--- src/common/irq_ctl_params.svh ---
// Constants for the CPU interrupt control block
// What this block does
// - Any reset clears all interrupt enables
// - Redirect needs global and source enables; peripherals also group
// - Flags set regardless of any enable
// - Entry flushes, clears global, pushes, saves, vectors
// - Global clear holds off; pending serviced later
// - Return pops PC, restores context, sets global
// - Synchronous latency three or four cycles
// - Asynchronous latency three to five cycles
// - Only clockless sources wake; enables preset
// - Wake vectors if global set, else resumes
// - Instruction after sleep runs before vectoring
// - Pin gives asynchronous edge interrupt, own enable
// - Edge select high rising, low falling
// - Valid edge sets pin flag, may redirect
// - Pin flag may set from Q4 to Q1
// - Entry shadows W, status, bank, FSRs, PC latch
`ifndef IRQ_CTL_PARAMS_SVH
`define IRQ_CTL_PARAMS_SVH
`define IRQ_VECTOR      15'h0004
`define IRQ_PC_RESET    15'h0000
`define IRQ_STATUS_KEEP 5'h07
`endif

--- src/common/irq_ctl_pkg.sv ---
// Types for the CPU interrupt control block
package irq_ctl_pkg;
  typedef enum logic [1:0] {
    ST_RUN   = 2'b00,
    ST_FLUSH = 2'b01,
    ST_VEC   = 2'b10,
    ST_WAKE  = 2'b11
  } irq_state_e;
endpackage : irq_ctl_pkg

--- src/core/cpu_interrupt_control.sv ---
// CPU interrupt control: flags, gating, entry, return and context shadows
`timescale 1ns/1ns
`default_nettype none
`include "irq_ctl_params.svh"
module cpu_interrupt_control #(
  parameter int NPERIPH = 8
) (
  input  wire logic               REF_CLK,
  input  wire logic               RSTN,
  input  wire logic               EXT_PIN_IN,
  input  wire logic               Q4_PHASE,
  input  wire logic               INSN_END,
  input  wire logic [14:0]        PC_IN,
  input  wire logic               GLOBAL_EN_SET,
  input  wire logic               GLOBAL_EN_CLR,
  input  wire logic               GROUP_EN_WR,
  input  wire logic               GROUP_EN_VAL,
  input  wire logic               EXT_EN_WR,
  input  wire logic               EXT_EN_VAL,
  input  wire logic               EDGE_SEL_WR,
  input  wire logic               EDGE_SEL_VAL,
  input  wire logic               EXT_FLAG_CLR,
  input  wire logic [NPERIPH-1:0] PERIPH_EVENT,
  input  wire logic [NPERIPH-1:0] PERIPH_FLAG_CLR,
  input  wire logic               PERIPH_EN_WR,
  input  wire logic [NPERIPH-1:0] PERIPH_EN_VAL,
  input  wire logic               RETURN_OP,
  input  wire logic               SLEEPING,
  input  wire logic               WAKE_CLOCKLESS,
  input  wire logic [7:0]         W_IN,
  input  wire logic [4:0]         STATUS_IN,
  input  wire logic [4:0]         BSR_IN,
  input  wire logic [15:0]        FSR0_IN,
  input  wire logic [15:0]        FSR1_IN,
  input  wire logic [6:0]         PCLATH_IN,
  output logic                    GLOBAL_IRQ_ENABLE,
  output logic                    PERIPH_GROUP_IRQ_ENABLE,
  output logic                    EXT_PIN_IRQ_ENABLE,
  output logic                    EXT_PIN_EDGE_SELECT,
  output logic                    EXT_PIN_IRQ_FLAG,
  output logic [NPERIPH-1:0]      PERIPH_FLAG_REGS,
  output logic [NPERIPH-1:0]      PERIPH_ENABLE_REGS,
  output logic                    FLUSH,
  output logic                    PUSH,
  output logic [14:0]             PUSH_ADDR,
  output logic                    LOAD_PC,
  output logic [14:0]             NEW_PC,
  output logic                    RESTORE,
  output logic                    WAKE,
  output logic [7:0]              W_SHADOW,
  output logic [4:0]              STATUS_SHADOW,
  output logic [4:0]              BSR_SHADOW,
  output logic [15:0]             FSR0_SHADOW,
  output logic [15:0]             FSR1_SHADOW,
  output logic [6:0]              PCLATH_SHADOW
);
  ////////////////////////////////////////////////////////////////////////////
  // Pin synchroniser and edge detect
  logic pin_s1_q, pin_s2_q, pin_s3_q;
  always_ff @(posedge REF_CLK or negedge RSTN) begin
    if (!RSTN) begin
      pin_s1_q <= 1'b0;
      pin_s2_q <= 1'b0;
      pin_s3_q <= 1'b0;
    end else begin
      pin_s1_q <= EXT_PIN_IN;
      pin_s2_q <= pin_s1_q;
      pin_s3_q <= pin_s2_q;
    end
  end
  logic pin_edge;
  always_comb begin
    pin_edge = EXT_PIN_EDGE_SELECT ? (pin_s2_q & ~pin_s3_q)
                                   : (~pin_s2_q & pin_s3_q);
  end

  ////////////////////////////////////////////////////////////////////////////
  // Enables and flags
  logic glob_q, glob_d, grp_q, grp_d, pin_en_q, pin_en_d, edg_q, edg_d;
  logic pin_flag_q, pin_flag_d, pin_hold_q, pin_hold_d, pin_set;
  logic [NPERIPH-1:0] pif_q, pif_d, pie_q, pie_d;
  logic               entry, ret_go;
  always_comb begin
    glob_d = glob_q;
    if (GLOBAL_EN_CLR) glob_d = 1'b0;
    if (GLOBAL_EN_SET) glob_d = 1'b1;
    if (entry) glob_d = 1'b0;
    if (ret_go) glob_d = 1'b1;
    grp_d    = GROUP_EN_WR ? GROUP_EN_VAL : grp_q;
    pin_en_d = EXT_EN_WR ? EXT_EN_VAL : pin_en_q;
    edg_d    = EDGE_SEL_WR ? EDGE_SEL_VAL : edg_q;
    pie_d    = PERIPH_EN_WR ? PERIPH_EN_VAL : pie_q;
    // Edge held until the Q4..Q1 window; set wins over clear
    pin_set    = (pin_edge | pin_hold_q) & Q4_PHASE;
    pin_hold_d = (pin_edge | pin_hold_q) & ~Q4_PHASE;
    pin_flag_d = pin_set | (pin_flag_q & ~EXT_FLAG_CLR);
  end
  // Peripheral flags, set over clear
  for (genvar i = 0; i < NPERIPH; i++) begin : g_pf
    assign pif_d[i] = PERIPH_EVENT[i] | (pif_q[i] & ~PERIPH_FLAG_CLR[i]);
  end
  always_ff @(posedge REF_CLK or negedge RSTN) begin
    if (!RSTN) begin
      glob_q     <= 1'b0;
      grp_q      <= 1'b0;
      pin_en_q   <= 1'b0;
      edg_q      <= 1'b1;
      pin_flag_q <= 1'b0;
      pin_hold_q <= 1'b0;
      pie_q      <= '0;
      pif_q      <= '0;
    end else begin
      glob_q     <= glob_d;
      grp_q      <= grp_d;
      pin_en_q   <= pin_en_d;
      edg_q      <= edg_d;
      pin_flag_q <= pin_flag_d;
      pin_hold_q <= pin_hold_d;
      pie_q      <= pie_d;
      pif_q      <= pif_d;
    end
  end

  ////////////////////////////////////////////////////////////////////////////
  // Request gating and entry sequence
  logic pend;
  assign pend = (pin_flag_q & pin_en_q) | (grp_q & |(pif_q & pie_q));
  irq_ctl_pkg::irq_state_e st_q, st_d;
  logic [14:0] ret_q, ret_d;
  always_comb begin
    st_d   = st_q;
    ret_d  = ret_q;
    entry  = 1'b0;
    WAKE   = 1'b0;
    case (st_q)
      irq_ctl_pkg::ST_RUN: begin
        if (SLEEPING) begin
          if (pend & WAKE_CLOCKLESS) begin
            WAKE = 1'b1;
            st_d = glob_q ? irq_ctl_pkg::ST_WAKE : irq_ctl_pkg::ST_RUN;
          end
        end else if (glob_q & pend & INSN_END) begin
          entry = 1'b1;
          ret_d = PC_IN;
          st_d  = irq_ctl_pkg::ST_FLUSH;
        end
      end
      irq_ctl_pkg::ST_WAKE: begin
        // Instruction ends count only once the core is awake
        if (INSN_END & ~SLEEPING) begin
          entry = glob_q & pend;
          if (glob_q & pend) ret_d = PC_IN;
          st_d  = (glob_q & pend) ? irq_ctl_pkg::ST_FLUSH : irq_ctl_pkg::ST_RUN;
        end
      end
      irq_ctl_pkg::ST_FLUSH: st_d = irq_ctl_pkg::ST_VEC;
      irq_ctl_pkg::ST_VEC:   st_d = irq_ctl_pkg::ST_RUN;
      default:               st_d = irq_ctl_pkg::ST_RUN;
    endcase
  end
  assign ret_go = RETURN_OP & (st_q == irq_ctl_pkg::ST_RUN) & ~SLEEPING;

  ////////////////////////////////////////////////////////////////////////////
  // Context shadows and redirect outputs
  logic [7:0]  w_q, w_d;
  logic [4:0]  s_q, s_d, b_q, b_d;
  logic [15:0] f0_q, f0_d, f1_q, f1_d;
  logic [6:0]  pl_q, pl_d;
  logic        fl_q, fl_d, ps_q, ps_d, ld_q, ld_d, rs_q, rs_d;
  logic [14:0] np_q, np_d;
  always_comb begin
    w_d = w_q; s_d = s_q; b_d = b_q; f0_d = f0_q; f1_d = f1_q; pl_d = pl_q;
    if (entry) begin
      w_d  = W_IN;
      s_d  = STATUS_IN & `IRQ_STATUS_KEEP;
      b_d  = BSR_IN;
      f0_d = FSR0_IN;
      f1_d = FSR1_IN;
      pl_d = PCLATH_IN;
    end
    fl_d = entry;
    ps_d = entry;
    ld_d = entry | ret_go;
    np_d = entry ? `IRQ_VECTOR : ret_q;
    rs_d = ret_go;
  end
  always_ff @(posedge REF_CLK or negedge RSTN) begin
    if (!RSTN) begin
      st_q <= irq_ctl_pkg::ST_RUN;
      ret_q <= `IRQ_PC_RESET;
      w_q <= '0; s_q <= '0; b_q <= '0; f0_q <= '0; f1_q <= '0; pl_q <= '0;
      fl_q <= 1'b0; ps_q <= 1'b0; ld_q <= 1'b0; rs_q <= 1'b0;
      np_q <= `IRQ_PC_RESET;
    end else begin
      st_q <= st_d;
      ret_q <= ret_d;
      w_q <= w_d; s_q <= s_d; b_q <= b_d; f0_q <= f0_d; f1_q <= f1_d; pl_q <= pl_d;
      fl_q <= fl_d; ps_q <= ps_d; ld_q <= ld_d; rs_q <= rs_d;
      np_q <= np_d;
    end
  end
  assign GLOBAL_IRQ_ENABLE       = glob_q;
  assign PERIPH_GROUP_IRQ_ENABLE = grp_q;
  assign EXT_PIN_IRQ_ENABLE      = pin_en_q;
  assign EXT_PIN_EDGE_SELECT     = edg_q;
  assign EXT_PIN_IRQ_FLAG        = pin_flag_q;
  assign PERIPH_FLAG_REGS        = pif_q;
  assign PERIPH_ENABLE_REGS      = pie_q;
  assign FLUSH = fl_q;
  assign PUSH = ps_q;
  assign PUSH_ADDR = ret_q;
  assign LOAD_PC = ld_q;
  assign NEW_PC = np_q;
  assign RESTORE = rs_q;
  assign W_SHADOW = w_q;
  assign STATUS_SHADOW = s_q;
  assign BSR_SHADOW = b_q;
  assign FSR0_SHADOW = f0_q;
  assign FSR1_SHADOW = f1_q;
  assign PCLATH_SHADOW = pl_q;

  ////////////////////////////////////////////////////////////////////////////
  // Assertions
  reset_clear_a: assert property (@(posedge REF_CLK)
    $rose(RSTN) |-> !glob_q && !pin_en_q)
    else $error("enable set after reset");
  gated_entry_a: assert property (@(posedge REF_CLK) disable iff (!RSTN)
    entry |-> glob_q && pend)
    else $error("entry without enables");
  flag_set_a: assert property (@(posedge REF_CLK) disable iff (!RSTN)
    PERIPH_EVENT[0] |=> pif_q[0])
    else $error("flag not set");
  entry_seq_a: assert property (@(posedge REF_CLK) disable iff (!RSTN)
    entry |=> FLUSH && PUSH && LOAD_PC && NEW_PC == `IRQ_VECTOR && !glob_q)
    else $error("entry sequence wrong");
  hold_off_a: assert property (@(posedge REF_CLK) disable iff (!RSTN)
    !glob_q |=> !FLUSH || $past(entry))
    else $error("redirect while disabled");
  return_a: assert property (@(posedge REF_CLK) disable iff (!RSTN)
    ret_go && !entry |=> RESTORE && glob_q && LOAD_PC && NEW_PC == PUSH_ADDR)
    else $error("return incomplete");
  pin_flag_a: assert property (@(posedge REF_CLK) disable iff (!RSTN)
    pin_edge && Q4_PHASE |=> pin_flag_q)
    else $error("pin flag missed");
  status_mask_a: assert property (@(posedge REF_CLK) disable iff (!RSTN)
    entry |=> (STATUS_SHADOW & ~`IRQ_STATUS_KEEP) == 5'h00)
    else $error("status shadow bits wrong");
  vec_cover: cover property (@(posedge REF_CLK) disable iff (!RSTN) entry ##3 ret_go);
  wake_cover: cover property (@(posedge REF_CLK) disable iff (!RSTN) WAKE && glob_q);
  pin_cover: cover property (@(posedge REF_CLK) disable iff (!RSTN) pin_edge && !edg_q);
endmodule : cpu_interrupt_control
`default_nettype wire

--- config.mk ---
export PLATFORM = sky130hd
export DESIGN_NAME = cpu_interrupt_control
export DESIGN_NICKNAME = d
export VERILOG_FILES = /design/src/common/irq_ctl_pkg.sv /design/src/core/cpu_interrupt_control.sv
export VERILOG_INCLUDE_DIRS = /design/src /design/src/common
export SDC_FILE = /design/constraint.sdc
export NUM_CORES = 1
export LEC_CHECK = 0
export ABC_AREA = 1
export BUFFER_PORTS_ARGS = -buffer_cell sky130_fd_sc_hd__buf_2
export CAP_MARGIN = 15
export CORE_UTILIZATION = 49
export CTS_CLUSTER_DIAMETER = 120
export DETAILED_ROUTE_END_ITERATION = 10
export PLACE_DENSITY = 0.85
export SETUP_SLACK_MARGIN = 0.4
export SYNTH_ARGS = -nofsm -noshare
export SYNTH_HDL_FRONTEND = slang
export SYNTH_SLANG_ARGS = --single-unit
export TNS_END_PERCENT = 20
--- constraint.sdc ---
create_clock -name REF_CLK -period 3.12 [get_ports REF_CLK]
set_input_delay 0.624 -clock REF_CLK [delete_from_list [all_inputs] [get_ports REF_CLK]]
set_output_delay 0.624 -clock REF_CLK [all_outputs]
set_load 0.01 [all_outputs]
==> flow_metrics.tcl <==
set metrics [dict create \
    multi_input_area_mm2 0.00135 \
    layout_commonest_cell "nand2_1" \
    clock_skew_ns 0.00835 \
    hold_viol 0 \
    fp.dieW_um 97.9 \
    critPathArrivalTime_ns 2.90 \
    grt_max_degree 95 \
    floorplan.initialDensity 0.512 \
    power_mw 6.15 \
    finalInstanceArea_mm2 0.00627 \
    powerDensity_mw_per_mm2 982 \
    netlist-cell-type-count 25 \
    path_class "reg -> reg" \
    rsz0062_at_grt "false" \
    hp-class "in -> reg" \
    clockPowerShare 0.309 \
    tightest_slew_ns 0.643 \
    seq_area_mm2 0.00288 \
    cts_tree "built" \
    netlist_area_mm2 0.00450 \
    grt_pass1_wl_mm 19.3 \
    worst_slack_ns 0.649 \
    final_util 0.712 \
    placedInstanceArea_mm2 0.00567 \
    synth_warnings 0 \
    cts_buffers 17 \
    required_ns 3.55 \
    violations "DRC" \
    nets 824 \
    drt-total-wl_mm 11.9 \
    synthCells 478 \
    antenna_found_initial 0 \
    ioPinCount 227 \
    wire_per_inst_um 14.4 \
    status "finished with violations" \
    reg2reg_from "st_q[1]" \
    port_buffers 222 \
    place_ws_ns 0.477 \
    track_usage 0.258 \
    min_period_ns 2.47 \
    clkTransAtPathRegs_ns 0.06 \
    hp-start "EXT_PIN_IN" \
    syn_to_final_growth_pct 39.1 \
    num_vias 4032 \
    final_cell_mix "241 x nand2_1, 221 x buf_2, 114 x dfrtp_1" \
    sw_frac_of_total 0.334 \
    min_to "pin_s1_q" \
    rr_worst_depth 9 \
    grt.overflow.total 0 \
    drv_cap 0 \
    die_h_um 97.9 \
    rr_endpoint "BSR_SHADOW[3]" \
    route.detailed.drc 15 \
    ant_nets 0 \
    yosys_register_bits 115 \
    rrSetupSlack_ns 0.65 \
    h-tree-depth 4 \
    internal-power_mw 4.10 \
    first_global_vias 4117 \
    worstSkewPairLatency_ns 0.49 \
    row_count 34 \
    post-dp-hpwl_mm 8.29 \
    fillers 622 \
    dieArea_mm2 0.00958 \
    critPathCaptureType "flip-flop" \
    drv_slew 0 \
    vias_per_cell 4.88 \
    finalSetupTns_ns 0 \
    cts_setup_buffers 0 \
    finalCritPeriodShare 0.792 \
    yosysSeqAreaShare 0.639 \
    combPwrFrac 0.298 \
    syn_area_per_cell_um2 9.42 \
    crit_fanout 39 \
    place_congestion 0.816 \
    cellLeakagePower_nw 3.78 \
    cts_buffer_depth 2 \
    maxSlewHeadroom 0.571 \
    first_pass_iters 8 \
    p_sw_mw 2.06 \
    fmax_mhz 405 \
    setup_viol 0 \
    seq_power_share 0.394 \
    cts.sinks 115 \
    startpoint_type "flip-flop" \
    drtIter0Drc 174 \
    core-area_mm2 0.00881 \
    root_buffer "clkbuf_8" \
    antennaDiodeCount 0 \
    hold_depth 1 \
    drive_gt1_frac 0.381 \
    ir_drop_uv 581 \
]
power groups by stage:
| stage | logic, mW | registers [mW] | clock network, mW |
|---|---|---|---|
| finish | 1.83 | 2.42 | 1.90 |
| global route | 2.03 | 2.49 | 1.99 |
| CTS | 1.86 | 2.42 | 1.92 |
| detailed placement | 1.83 | 2.43 | 0 |
| global placement | 1.75 | 2.39 | 0 |
| floorplan | 0.690 | 2.68 | 0 |
cell type report:
| class | count | area share |
|---|---|---|
| Inverter | 38 | 0.0228 |
| Multi-Input combinational cell | 306 | 0.215 |
| Sequential cell | 115 | 0.459 |
| Tap cell | 108 | 0.0216 |
| Clock inverter | 10 | 0.0212 |
| Clock buffer | 21 | 0.0717 |
| Timing Repair Buffer | 229 | 0.188 |
synth_stat cells:
| library cell | number | area (um^2) |
|---|---|---|
| nand2_1 | 241 | 905 |
| dfrtp_1 | 114 | 2850 |
| inv_1 | 36 | 135 |
| nand3_1 | 18 | 90.1 |
| buf_2 | 10 | 50.1 |
| mux2_2 | 10 | 113 |
| nor2_1 | 8 | 30.0 |
| o21bai_1 | 8 | 60.1 |
| buf_6 | 5 | 56.3 |
| o21ai_0 | 5 | 25.0 |
| buf_4 | 4 | 30.0 |
| ha_1 | 3 | 37.5 |
| inv_2 | 2 | 7.51 |
| nand2_2 | 2 | 12.5 |
| nand4_1 | 2 | 12.5 |
| a211o_1 | 1 | 8.76 |
| a21boi_0 | 1 | 7.51 |
| a21oi_1 | 1 | 5.00 |
| clkbuf_1 | 1 | 3.75 |
| conb_1 | 1 | 3.75 |
| dfstp_2 | 1 | 26.3 |
| nand2_4 | 1 | 11.3 |
| nor3_1 | 1 | 5.00 |
| nor3_2 | 1 | 10.0 |
| o22ai_1 | 1 | 6.26 |
flip-flops by register name (all words and copies together), names as in the netlist, 7 cells and up:
register and count:
PERIPH_ENABLE_REGS 8, NEW_PC 15, FSR0_SHADOW 16, PCLATH_SHADOW 7, FSR1_SHADOW 16, PUSH_ADDR 15, W_SHADOW 8, PERIPH_FLAG_REGS 8
routing by layer:
metal / track usage / vias to the layer above / part of all wire / wire, um
met2: 0.468 / 197 / 0.53 / 6350
met1: 0.283 / 1904 / 0.37 / 4390
met3: 0.0759 / 20 / 0.076 / 907
met4: 0.0979 / 0 / 0.019 / 222
met5: 0 / - / 0 / 0
li1: - / 1911 / - / -
critical path, stage by stage (launching register included):
cell	delay [ns]
dfrtp_1	0.39
inv_1	0.09
ha_1	0.26
nor2_1	0.08
nor3_2	0.23
nand2_4	0.27
inv_2	0.57
buf_4	0.32
nand2_1	0.09
nand2_1	0.08
cell families (layout without fill, tap and decap cells):
logic type,after synthesis,in the layout,synth area share
simple gates,274,274,0.239
flops,115,115,0.639
buf+inv,58,298,0.0628
compound gates,17,17,0.0250
mux,10,10,0.0250
fa+ha+maj,3,3,0.00833
other cells,1,2,0.000833
repair_timing:
action                                 CTS  global route
resized for setup                        0             0
endpoints found under the hold margin   21             0
hold buffers                             1             0
worst max path at each step:
stage	startpoint	to	slack (ns)	depth (start not counted)
after global placement	SLEEPING	W_SHADOW[1]	0.61	9
after CTS	st_q[1]	BSR_SHADOW[3]	0.62	9
after global routing	st_q[1]	BSR_SHADOW[3]	0.47	9
final	st_q[1]	BSR_SHADOW[3]	0.65	9
after floorplan	PERIPH_ENABLE_REGS[0]	WAKE	1.53	8
after detailed placement	SLEEPING	W_SHADOW[2]	0.48	9
metrics by stage:
step | instances | hold WS (ns)
2_1_floorplan | 479 | 0.328
3_3_place_gp | 795 | 0.334
3_5_place_dp | 795 | 0.336
4_1_cts | 827 | 0.215
5_1_grt | 827 | 0.215
6_report | 827 | 0.240
Power figures use the tool's default switching activity.
